## config.mk

```make
export PLATFORM = sky130hd
export DESIGN_NAME = mac_frac_unsigned_datapath
export DESIGN_NICKNAME = d
export VERILOG_FILES = /design/src/logic/mac_pkg.sv /design/src/logic/mac_frac_unsigned_datapath.sv /design/src/logic/mac_multiplier.sv /design/src/logic/mac_operand_select.sv
export SDC_FILE = /design/constraint.sdc
export NUM_CORES = 2
export LEC_CHECK = 0
export ABC_AREA = 1
export BUFFER_PORTS_ARGS = -buffer_cell sky130_fd_sc_hd__buf_4
export CORE_UTILIZATION = 30
export DETAILED_ROUTE_END_ITERATION = 10
export GPL_TIMING_DRIVEN = 0
export SLEW_MARGIN = 5
export SYNTH_ARGS = -nofsm -noshare
export SYNTH_HDL_FRONTEND = slang
export SYNTH_SLANG_ARGS = --single-unit
```

## constraint.sdc

```tcl
create_clock -name ref_clk -period 17.35 [get_ports ref_clk]
set_input_delay 0.8675 -clock ref_clk [delete_from_list [all_inputs] [get_ports ref_clk]]
set_output_delay 0.8675 -clock ref_clk [all_outputs]
set_load 0.005 [all_outputs]
```

## src/logic/mac_pkg.sv

```systemverilog
/*
  Shared constants for the multiply-accumulate datapath: register offsets,
  field positions, reset values, mode and scale codes, saturation values and
  the sequencer states.
  Assumes a 12-bit APB byte address with 32-bit data.
*/
package mac_pkg;

  // Register byte offsets on the APB bus.
  localparam int unsigned ADDR_W = 12;
  localparam logic [11:0] OFS_STATUS = 12'h000;
  localparam logic [11:0] OFS_ACC = 12'h004;
  localparam logic [11:0] OFS_OPX = 12'h008;
  localparam logic [11:0] OFS_OPY = 12'h00C;
  localparam logic [11:0] OFS_CMD = 12'h010;

  // Field positions in mac_status_reg.
  localparam int unsigned STS_SAT_BIT = 7;
  localparam int unsigned STS_SU_BIT = 6;
  localparam int unsigned STS_FI_BIT = 5;
  localparam int unsigned STS_RND_BIT = 4;
  localparam int unsigned STS_N_BIT = 3;
  localparam int unsigned STS_Z_BIT = 2;
  localparam int unsigned STS_V_BIT = 1;

  // Field positions in the command register.
  localparam int unsigned CMD_MSUB_BIT = 0;
  localparam int unsigned CMD_LONG_BIT = 1;
  localparam int unsigned CMD_XHALF_BIT = 2;
  localparam int unsigned CMD_YHALF_BIT = 3;
  localparam int unsigned CMD_SCALE_LSB = 4;

  // Operand format codes, taken from the signed/unsigned and fractional bits.
  localparam logic [1:0] MODE_SIGNED_INT = 2'h0;
  localparam logic [1:0] MODE_FRAC_A = 2'h1;
  localparam logic [1:0] MODE_UNSIGNED = 2'h2;
  localparam logic [1:0] MODE_FRAC_B = 2'h3;

  // Product scale codes.
  localparam logic [1:0] SCALE_NONE = 2'h0;
  localparam logic [1:0] SCALE_LEFT = 2'h1;
  localparam logic [1:0] SCALE_RSVD = 2'h2;
  localparam logic [1:0] SCALE_RIGHT = 2'h3;

  // Saturation, rounding and padding values.
  localparam logic [31:0] SAT_POS = 32'h7FFF_FFFF;
  localparam logic [31:0] SAT_NEG = 32'h8000_0000;
  localparam logic [31:0] ALL_ONES = 32'hFFFF_FFFF;
  localparam logic [31:0] ZERO32 = 32'h0000_0000;
  localparam logic [31:0] ROUND_TIE = 32'h8000_0000;
  localparam logic [31:0] ONE32 = 32'h0000_0001;
  localparam logic [15:0] HALF_PAD = 16'h0000;

  // Values after reset.
  localparam logic [31:0] RST_WORD = 32'h0000_0000;
  localparam logic [63:0] RST_PRODUCT = 64'h0000_0000_0000_0000;
  localparam logic [1:0] RST_CODE = 2'h0;

  // Sequencer of one multiply-accumulate.
  typedef enum {ST_IDLE, ST_SELECT, ST_MULTIPLY, ST_ACCUMULATE} mac_state_t;

endpackage : mac_pkg

```

## src/logic/mac_frac_unsigned_datapath.sv

```systemverilog
/*
  Multiply-accumulate datapath for the signed fractional and unsigned integer
  formats, with its registers reached over APB: status and mode, accumulator,
  two source registers and a command register that starts one operation.
  Assumes an APB master on ref_clk; the signed integer format is not handled.
*/
// Functional notes
// RL1: Mode codes 1 and 3 select fractional, code 2 unsigned arithmetic.
// RL2: Saturation on with sticky overflow set skips the operation; else clear overflow.
// RL3: Fractional word operand is the selected half in bits 31:16, zeros below.
// RL4: Fractional product is the 64-bit product shifted left one bit.
// RL5: With rounding on, increment upper half when lower half exceeds 0x8000_0000.
// RL6: On an exact tie, increment upper half only if product bit 32 is one.
// RL7: Fractional mode adds upper product half to accumulator, or subtracts it.
// RL8: Fractional overflow sets flag; saturation picks most positive or most negative.
// RL9: Unsigned word operands are zero-extended halves; longword uses whole registers.
// RL10: Unsigned product overflow when upper half nonzero; saturate zero or all ones.
// RL11: Unsigned left scale overflows on product bit 31, else shifts left inserting zero.
// RL12: Unsigned right scale shifts bits 31:1 down, zero into bit 31.
// RL13: Scale code 0 none, 1 left, 3 right, 2 reserved meaning none.
// RL14: Unsigned combine only while overflow clear; overflow saturates zero or all ones.
// RL15: Result goes to accumulator; negative is bit 31, zero when all bits zero.
// RL16: Unsigned multiply-subtract saturates to zero rather than all ones.
// RL17: Product scale is ignored in fractional mode.
// RL18: Overflow flag is sticky until accumulator or status register is written; the code reloads it on each unskipped fractional or unsigned operation.
// RL19: Signed/unsigned and fractional/integer status bits together choose the format.
// RL20: Overflow is signed overflow in fractional mode, carry or borrow in unsigned.
// RL21: One operation per command, finished before any further register access.
`timescale 1ns/1ns
module mac_frac_unsigned_datapath
  import mac_pkg::*;
(
  input wire logic ref_clk,
  input wire logic nrst,
  input wire logic psel,
  input wire logic penable,
  input wire logic pwrite,
  input wire logic [11:0] paddr,
  input wire logic [31:0] pwdata,
  output logic [31:0] prdata,
  output logic pready,
  output logic pslverr,
  output logic [31:0] acc_value,
  output logic flag_n,
  output logic flag_z,
  output logic flag_v,
  output logic op_done
);

  // Status, mode and command fields.
  logic saturate_on_overflow;
  logic unsigned_sel;
  logic fractional_sel;
  logic round_en;
  logic multiply_subtract;
  logic longword;
  logic x_half_select;
  logic y_half_select;
  logic [1:0] product_scale;
  logic [31:0] src_x;
  logic [31:0] src_y;
  mac_state_t state;

  // Next values.
  logic next_saturate_on_overflow;
  logic next_unsigned_sel;
  logic next_fractional_sel;
  logic next_round_en;
  logic next_multiply_subtract;
  logic next_longword;
  logic next_x_half_select;
  logic next_y_half_select;
  logic [1:0] next_product_scale;
  logic [31:0] next_src_x;
  logic [31:0] next_src_y;
  logic [31:0] next_acc_value;
  logic next_flag_n;
  logic next_flag_z;
  logic next_flag_v;
  logic next_op_done;
  logic [31:0] next_prdata;
  logic next_pready;
  logic next_pslverr;
  mac_state_t next_state;

  // Datapath intermediates.
  logic [1:0] mode_code;
  logic frac_mode;
  logic uns_mode;
  logic [31:0] operand_x;
  logic [31:0] operand_y;
  logic [63:0] product;
  logic [63:0] frac_prod;
  logic [31:0] frac_hi;
  logic [31:0] uns_lo;
  logic [31:0] uns_sat;
  logic [32:0] uns_sum;
  logic [31:0] result;
  logic overflow;

  // Bus decode.
  logic access;
  logic addr_hit;
  logic commit_write;
  logic [31:0] status_word;
  logic [31:0] cmd_word;

  // The two format bits form one code that selects the arithmetic.
  assign mode_code = {unsigned_sel, fractional_sel}; // RL19
  assign frac_mode = (mode_code == MODE_FRAC_A) || (mode_code == MODE_FRAC_B); // RL1
  assign uns_mode = (mode_code == MODE_UNSIGNED); // RL1

  // Operands are chosen and registered one cycle after the command.
  mac_operand_select u_operand_select (
    .ref_clk(ref_clk),
    .nrst(nrst),
    .rx(src_x),
    .ry(src_y),
    .longword(longword),
    .x_half_select(x_half_select),
    .y_half_select(y_half_select),
    .frac_mode(frac_mode),
    .operand_x(operand_x),
    .operand_y(operand_y)
  );

  // The product is registered one cycle after the operands.
  mac_multiplier u_multiplier (
    .ref_clk(ref_clk),
    .nrst(nrst),
    .operand_x(operand_x),
    .operand_y(operand_y),
    .signed_mul(frac_mode),
    .product(product)
  );

  // Result of the current operation, read only in the accumulate state.
  always_comb begin
    frac_prod = {product[62:0], 1'b0}; // RL4
    frac_hi = frac_prod[63:32];
    uns_lo = product[31:0];
    uns_sat = multiply_subtract ? ZERO32 : ALL_ONES; // RL16
    uns_sum = {1'b0, ZERO32};
    result = acc_value;
    overflow = 1'b0;
    if (frac_mode) begin
      // Convergent rounding: above half rounds up, a tie rounds to even.
      if (round_en) begin
        if (frac_prod[31:0] > ROUND_TIE) begin
          frac_hi = frac_hi + ONE32; // RL5
        end else if ((frac_prod[31:0] == ROUND_TIE) && frac_prod[32]) begin
          frac_hi = frac_hi + ONE32; // RL6
        end
      end
      // No scaling here: the scale field is not looked at in this format.
      if (multiply_subtract) begin
        result = acc_value - frac_hi; // RL7 RL17
        overflow = (acc_value[31] != frac_hi[31]) && (result[31] != acc_value[31]); // RL20
      end else begin
        result = acc_value + frac_hi; // RL7 RL17
        overflow = (acc_value[31] == frac_hi[31]) && (result[31] != acc_value[31]); // RL20
      end
      if (overflow && saturate_on_overflow) begin
        result = result[31] ? SAT_POS : SAT_NEG; // RL8
      end
    end else if (uns_mode) begin
      // Product too wide for 32 bits.
      if (product[63:32] != ZERO32) begin
        overflow = 1'b1; // RL10
        if (saturate_on_overflow) begin
          result = uns_sat; // RL10 RL16
        end
      end
      // Optional one-bit scale of the low product word.
      case (product_scale)
        SCALE_LEFT: begin
          if (product[31]) begin
            overflow = 1'b1; // RL11
            if (saturate_on_overflow) begin
              result = uns_sat; // RL11
            end
          end else begin
            uns_lo = {product[30:0], 1'b0}; // RL11
          end
        end
        SCALE_RIGHT: begin
          uns_lo = {1'b0, product[31:1]}; // RL12
        end
        default: begin
          uns_lo = product[31:0]; // RL13
        end
      endcase
      // Combine only when nothing has overflowed yet; carry or borrow is overflow.
      if (!overflow) begin
        if (multiply_subtract) begin
          uns_sum = {1'b0, acc_value} - {1'b0, uns_lo}; // RL14
        end else begin
          uns_sum = {1'b0, acc_value} + {1'b0, uns_lo}; // RL14
        end
        result = uns_sum[31:0];
        if (uns_sum[32]) begin
          overflow = 1'b1; // RL20 RL14
          if (saturate_on_overflow) begin
            result = uns_sat; // RL14 RL16
          end
        end
      end
    end
  end

  // Bus decode and read data; access is granted only while idle.
  always_comb begin
    access = psel && penable;
    commit_write = access && pready && pwrite && !pslverr;
    status_word = ZERO32;
    status_word[STS_SAT_BIT] = saturate_on_overflow;
    status_word[STS_SU_BIT] = unsigned_sel;
    status_word[STS_FI_BIT] = fractional_sel;
    status_word[STS_RND_BIT] = round_en;
    status_word[STS_N_BIT] = flag_n;
    status_word[STS_Z_BIT] = flag_z;
    status_word[STS_V_BIT] = flag_v;
    cmd_word = ZERO32;
    cmd_word[CMD_MSUB_BIT] = multiply_subtract;
    cmd_word[CMD_LONG_BIT] = longword;
    cmd_word[CMD_XHALF_BIT] = x_half_select;
    cmd_word[CMD_YHALF_BIT] = y_half_select;
    cmd_word[CMD_SCALE_LSB +: 2] = product_scale;
    addr_hit = 1'b1;
    case (paddr)
      OFS_STATUS: next_prdata = status_word;
      OFS_ACC: next_prdata = acc_value;
      OFS_OPX: next_prdata = src_x;
      OFS_OPY: next_prdata = src_y;
      OFS_CMD: next_prdata = cmd_word;
      default: begin
        next_prdata = ZERO32;
        addr_hit = 1'b0;
      end
    endcase
    if (!(access && !pready && (state == ST_IDLE))) begin
      next_prdata = prdata;
    end
  end

  // Next values of the bus answer, the registers and the sequencer.
  always_comb begin
    next_pready = access && !pready && (state == ST_IDLE); // RL21
    next_pslverr = next_pready ? !addr_hit : 1'b0;
    next_saturate_on_overflow = saturate_on_overflow;
    next_unsigned_sel = unsigned_sel;
    next_fractional_sel = fractional_sel;
    next_round_en = round_en;
    next_multiply_subtract = multiply_subtract;
    next_longword = longword;
    next_x_half_select = x_half_select;
    next_y_half_select = y_half_select;
    next_product_scale = product_scale;
    next_src_x = src_x;
    next_src_y = src_y;
    next_acc_value = acc_value;
    next_flag_n = flag_n;
    next_flag_z = flag_z;
    next_flag_v = flag_v;
    next_op_done = 1'b0;
    next_state = state;
    case (state)
      ST_IDLE: begin
        if (commit_write) begin
          case (paddr)
            OFS_STATUS: begin
              next_saturate_on_overflow = pwdata[STS_SAT_BIT];
              next_unsigned_sel = pwdata[STS_SU_BIT];
              next_fractional_sel = pwdata[STS_FI_BIT];
              next_round_en = pwdata[STS_RND_BIT];
              next_flag_n = pwdata[STS_N_BIT];
              next_flag_z = pwdata[STS_Z_BIT];
              next_flag_v = pwdata[STS_V_BIT]; // RL18
            end
            OFS_ACC: begin
              next_acc_value = pwdata;
              next_flag_v = 1'b0; // RL18
            end
            OFS_OPX: next_src_x = pwdata;
            OFS_OPY: next_src_y = pwdata;
            OFS_CMD: begin
              next_multiply_subtract = pwdata[CMD_MSUB_BIT];
              next_longword = pwdata[CMD_LONG_BIT];
              next_x_half_select = pwdata[CMD_XHALF_BIT];
              next_y_half_select = pwdata[CMD_YHALF_BIT];
              next_product_scale = pwdata[CMD_SCALE_LSB +: 2];
              next_state = ST_SELECT; // RL21
            end
            default: next_state = ST_IDLE;
          endcase
        end
      end
      ST_SELECT: next_state = ST_MULTIPLY;
      ST_MULTIPLY: next_state = ST_ACCUMULATE;
      ST_ACCUMULATE: begin
        next_state = ST_IDLE;
        next_op_done = 1'b1;
        // Saturating with overflow already flagged leaves the accumulator and all flags as they are.
        if ((frac_mode || uns_mode) && !(saturate_on_overflow && flag_v)) begin // RL2
          next_acc_value = result; // RL15
          next_flag_v = overflow; // RL2 RL18
          next_flag_n = result[31]; // RL15
          next_flag_z = (result == ZERO32); // RL15
        end
      end
      default: next_state = ST_IDLE;
    endcase
  end

  // All state of the block.
  always_ff @(posedge ref_clk) begin
    if (!nrst) begin
      state <= ST_IDLE;
      prdata <= RST_WORD;
      pready <= 1'b0;
      pslverr <= 1'b0;
      saturate_on_overflow <= 1'b0;
      unsigned_sel <= 1'b0;
      fractional_sel <= 1'b0;
      round_en <= 1'b0;
      multiply_subtract <= 1'b0;
      longword <= 1'b0;
      x_half_select <= 1'b0;
      y_half_select <= 1'b0;
      product_scale <= RST_CODE;
      src_x <= RST_WORD;
      src_y <= RST_WORD;
      acc_value <= RST_WORD;
      flag_n <= 1'b0;
      flag_z <= 1'b0;
      flag_v <= 1'b0;
      op_done <= 1'b0;
    end else begin
      state <= next_state;
      prdata <= next_prdata;
      pready <= next_pready;
      pslverr <= next_pslverr;
      saturate_on_overflow <= next_saturate_on_overflow;
      unsigned_sel <= next_unsigned_sel;
      fractional_sel <= next_fractional_sel;
      round_en <= next_round_en;
      multiply_subtract <= next_multiply_subtract;
      longword <= next_longword;
      x_half_select <= next_x_half_select;
      y_half_select <= next_y_half_select;
      product_scale <= next_product_scale;
      src_x <= next_src_x;
      src_y <= next_src_y;
      acc_value <= next_acc_value;
      flag_n <= next_flag_n;
      flag_z <= next_flag_z;
      flag_v <= next_flag_v;
      op_done <= next_op_done;
    end
  end

endmodule : mac_frac_unsigned_datapath

```

## src/logic/mac_multiplier.sv

```systemverilog
/*
  Registered 32x32 multiplier giving a 64-bit product, signed for the
  fractional format and unsigned otherwise.
  Assumes operands are held stable for the cycle before the product is used.
*/
`timescale 1ns/1ns
module mac_multiplier
  import mac_pkg::*;
(
  input wire logic ref_clk,
  input wire logic nrst,
  input wire logic [31:0] operand_x,
  input wire logic [31:0] operand_y,
  input wire logic signed_mul,
  output logic [63:0] product
);

  logic signed [32:0] ext_x;
  logic signed [32:0] ext_y;
  logic signed [65:0] full;
  logic [63:0] next_product;

  // One extra bit carries the sign or a zero, so one multiplier serves both.
  always_comb begin
    ext_x = $signed({signed_mul & operand_x[31], operand_x});
    ext_y = $signed({signed_mul & operand_y[31], operand_y});
    full = ext_x * ext_y; // RL4
    next_product = full[63:0];
  end

  // Product register.
  always_ff @(posedge ref_clk) begin
    if (!nrst) begin
      product <= RST_PRODUCT;
    end else begin
      product <= next_product;
    end
  end

endmodule : mac_multiplier

```

## src/logic/mac_operand_select.sv

```systemverilog
/*
  Operand selection stage: picks register halves or whole registers and
  places them for fractional or unsigned arithmetic, then registers them.
  Assumes its inputs stay stable while an operation is in flight.
*/
`timescale 1ns/1ns
module mac_operand_select
  import mac_pkg::*;
(
  input wire logic ref_clk,
  input wire logic nrst,
  input wire logic [31:0] rx,
  input wire logic [31:0] ry,
  input wire logic longword,
  input wire logic x_half_select,
  input wire logic y_half_select,
  input wire logic frac_mode,
  output logic [31:0] operand_x,
  output logic [31:0] operand_y
);

  logic [15:0] half_x;
  logic [15:0] half_y;
  logic [31:0] next_operand_x;
  logic [31:0] next_operand_y;

  // Upper half when the select bit is one; fractional halves sit high.
  always_comb begin
    half_x = x_half_select ? rx[31:16] : rx[15:0];
    half_y = y_half_select ? ry[31:16] : ry[15:0];
    if (longword) begin
      next_operand_x = rx; // RL9
      next_operand_y = ry;
    end else if (frac_mode) begin
      next_operand_x = {half_x, HALF_PAD}; // RL3
      next_operand_y = {half_y, HALF_PAD}; // RL3
    end else begin
      next_operand_x = {HALF_PAD, half_x}; // RL9
      next_operand_y = {HALF_PAD, half_y}; // RL9
    end
  end

  // Operand registers.
  always_ff @(posedge ref_clk) begin
    if (!nrst) begin
      operand_x <= RST_WORD;
      operand_y <= RST_WORD;
    end else begin
      operand_x <= next_operand_x;
      operand_y <= next_operand_y;
    end
  end

endmodule : mac_operand_select

```

==> impl_metrics.env <==
export IMPL_start_kind="flip-flop"
export IMPL_crit_type="flip-flop to flip-flop"
export IMPL_synthArstFlopShare_pct=0
export IMPL_ctsHoldBuffers=0
export IMPL_synth_cells=7873
export IMPL_reg2reg_slack_ns=5.52
export IMPL_fin_crit_sh_pct=68.2
export IMPL_cts_resized=0
export IMPL_ys_types=57
export IMPL_p_per_area_nw_per_um2=48.0
export IMPL_clk_path_buf_depth=3
export IMPL_seqCellArea_um2=5490
export IMPL_fin_crit_ns=11.83
export IMPL_multi_input_area_um2=44100
export IMPL_cts_sinks=274
export IMPL_die_height_um=443
export IMPL_tritoncts="done"
export IMPL_avgSynthCellArea_um2=7.40
export IMPL_die_area_um2=196000
export IMPL_synth_seq_cells=274
export IMPL_cp_arrival_ns=12.25
export IMPL_fin_skew_ns=0.0376
export IMPL_synth_flop_cell="dfxtp_1"
export IMPL_cp_required_ns=17.77
export IMPL_gp_congestion=1.02
export IMPL_hpwlAfterDp_um=225000
export IMPL_drt_first_iter_violations=5541
export IMPL_finalSetupViolations=0
export IMPL_antenna_found_initial=7
export IMPL_placementRows=161
export IMPL_finalSetupTns_ns=0
export IMPL_initial_core_util_pct=30.2
export IMPL_drc_errors=0
export IMPL_synth_top_cell_area_share_pct=38.8
export IMPL_routedWlPerCell_um=24.8
export IMPL_ys_top_cells_by_area="fa_1 39%, nand2_1 13%, inv_1 12%"
export IMPL_areaGrowthSynthToFinish_pct=9.01
export IMPL_synth_edf_count=0
export IMPL_fmax_mhz=84.5
export IMPL_fillers=20800
export IMPL_hold_path_class="flip-flop to flip-flop"
export IMPL_maxSlewViolCount=0
export IMPL_power_leakage_nw=30.5
export IMPL_rsz0062_at_grt="false"
export IMPL_worstHoldStart="prdata[21]$_SDFFE_PN0P_"
export IMPL_reg2reg_depth=27
export IMPL_grt_pass1_wl_um=381000
export IMPL_placed_cell_area_um2=62300
export IMPL_reg2reg_to="u_multiplier.product[60]$_SDFF_PN0_"
export IMPL_ant_nets=0
export IMPL_max_slew_margin_pct=2.59
export IMPL_firstDrtPassIters=6
export IMPL_die_w_um=443
export IMPL_hold_viol=0
export IMPL_ios=119
export IMPL_path_max_fanout=13
export IMPL_grt_pass1_vias=54400
export IMPL_coreArea_um2=193000
export IMPL_outcome="finished clean"
export IMPL_path_clk_slew_ns=0.06
export IMPL_yosys_area_top_type="fa_1"
export IMPL_grt_max_degree=25
export IMPL_grt_use_total_pct=26.7
export IMPL_routed_via_density=5.04
export IMPL_fin_nets=9516
export IMPL_stdcell_area_um2=63500
export IMPL_port_buffers=118
export IMPL_hold_path_end="prdata[21]$_SDFFE_PN0P_"
export IMPL_clk_latency_ns=0.58
export IMPL_cts_root_buf="clkbuf_16"
export IMPL_holdPathStages=2
export IMPL_rr_startpoint="fractional_sel$_SDFFE_PN0P_"
export IMPL_htreeDepth=2
export IMPL_grt_overflow_total=0
export IMPL_irDropWorstVdd_uv=59.3
export IMPL_routed_wl_um=263000
export IMPL_worst_pin_slew_ns=1.46
export IMPL_power_total_mw=3.05
export IMPL_yosys_warnings=0
export IMPL_endpoint_kind="flip-flop"
export IMPL_cts_setup_buffers=0
export IMPL_vias=53300
export IMPL_tritoncts_num_buffers=36
export IMPL_synth_commonest_cells="2001 x nand2_1, 1897 x inv_1, 1128 x fa_1"
export IMPL_synth_nets=9360
export IMPL_ys_seq_area_share_pct=9.41
export IMPL_drv_cap=0
export IMPL_syn_area_um2=58300
export IMPL_synth_most_common_cell="nand2_1"
export IMPL_layout_drive_gt1_share_pct=3.09
## power breakdown
group	internal (mW)	switching (mW)	total [mW]
clock	0.444	0.318	0.762
sequential	0.651	0.0782	0.729
combinational	0.511	1.04	1.56
## cell usage in the layout, fill, tap and decap left out, types with 8 or more instances in the layout
master,count
a211oi_1,37
a21boi_0,16
a21o_1,16
a21oi_1,464
a31oi_1,31
buf_1,15
buf_2,19
buf_4,124
clkbuf_1,352
clkbuf_16,36
dfxtp_1,274
fa_1,1128
ha_1,310
inv_1,1897
mux2i_1,10
nand2_1,2001
nand3_1,185
nand4_1,30
nor2_1,409
nor3_1,40
nor4_1,19
o211ai_1,47
o21a_1,26
o21ai_0,283
o21ai_1,16
o21bai_1,13
o221ai_1,8
o22ai_1,18
or2_2,9
xnor2_1,40
xor2_1,88
## through the flow
step | util (%) | hold WS, ns | std cells | setup slack, ns
after floorplan | - | 0.455 | 7873 | 9.27
after global placement | 32.3 | 0.458 | 10500 | 5.75
after detailed placement | 32.3 | 0.461 | 10500 | 5.69
after CTS | 32.9 | 0.470 | 10600 | 5.61
after global routing | 32.9 | 0.488 | 10600 | 5.29
final | 32.9 | 0.469 | 10600 | 5.52
## routing by layer
metal  vias to the layer above  wire length [um]  track usage, %  share of wire (%)
li1                      23600                 -               -                  -
met1                     26800            110000            36.2                 42
met2                      2431            117000            41.8                 44
met3                       488             22100            4.47                8.4
met4                         8             13900            11.5                5.3
met5                         -                63               0              0.024
## flip-flops by register name, summed over array words and instances (netlist names), 2 cells and up
signal                      count
src_y                          32
u_operand_select.operand_x     32
u_operand_select.operand_y     32
state                           2
u_multiplier.product           64
product_scale                   2
src_x                          32
acc_value                      32
prdata                         32
## cell families after synthesis
logic type | share of synthesized area (%)
adders and majority gates | 45.4
AOI/OAI and AO/OA | 9.58
muxes | 0.172
and+or+nand+nor | 18.5
DFF | 9.41
buffers and inverters | 14.9
xor gates and xnor gates | 1.92
## critical path, stage by stage (launching register included)
cell and delay, ns:
dfxtp_1 0.31, clkbuf_1 0.49, inv_1 0.24, clkbuf_1 0.89
clkbuf_1 0.82, buf_1 0.65, nor2_1 0.20, fa_1 0.62
fa_1 0.58, fa_1 0.68, inv_1 0.37, fa_1 1.22
inv_1 0.29, fa_1 0.53, fa_1 0.54, inv_1 0.05
fa_1 0.45, fa_1 0.50, inv_1 0.05, ha_1 0.42
a21oi_1 0.49, o21a_1 0.24, o221ai_1 0.14, a21oi_1 0.27
o21a_1 0.19, o21ai_0 0.11, o21ai_0 0.19, a21oi_1 0.08
## how the worst max path moves through the flow
stage / start / to / slack (ns) / cells past startpoint
after detailed placement: fractional_sel$_SDFFE_PN0P_ / u_multiplier.product[60]$_SDFF_PN0_ / 5.69 / 27
after floorplan: fractional_sel$_SDFFE_PN0P_ / u_multiplier.product[60]$_SDFF_PN0_ / 9.27 / 27
after CTS: fractional_sel$_SDFFE_PN0P_ / u_multiplier.product[60]$_SDFF_PN0_ / 5.61 / 27
after global placement: fractional_sel$_SDFFE_PN0P_ / u_multiplier.product[60]$_SDFF_PN0_ / 5.75 / 27
final: fractional_sel$_SDFFE_PN0P_ / u_multiplier.product[60]$_SDFF_PN0_ / 5.52 / 27
after global routing: fractional_sel$_SDFFE_PN0P_ / u_multiplier.product[60]$_SDFF_PN0_ / 5.29 / 27
## area by class of cell
type | count | share of cell area, %
Clock buffer | 50 | 1.60
Inverter | 1904 | 11.3
Clock inverter | 15 | 0.274
Multi-Input combinational cell | 5303 | 69.4
Timing Repair Buffer | 118 | 1.39
Antenna cell | 3 | 0.0118
Sequential cell | 274 | 8.64
Tap cell | 2526 | 4.98
Buffer | 392 | 2.46
Note: power is estimated with default switching activity, not from simulation.
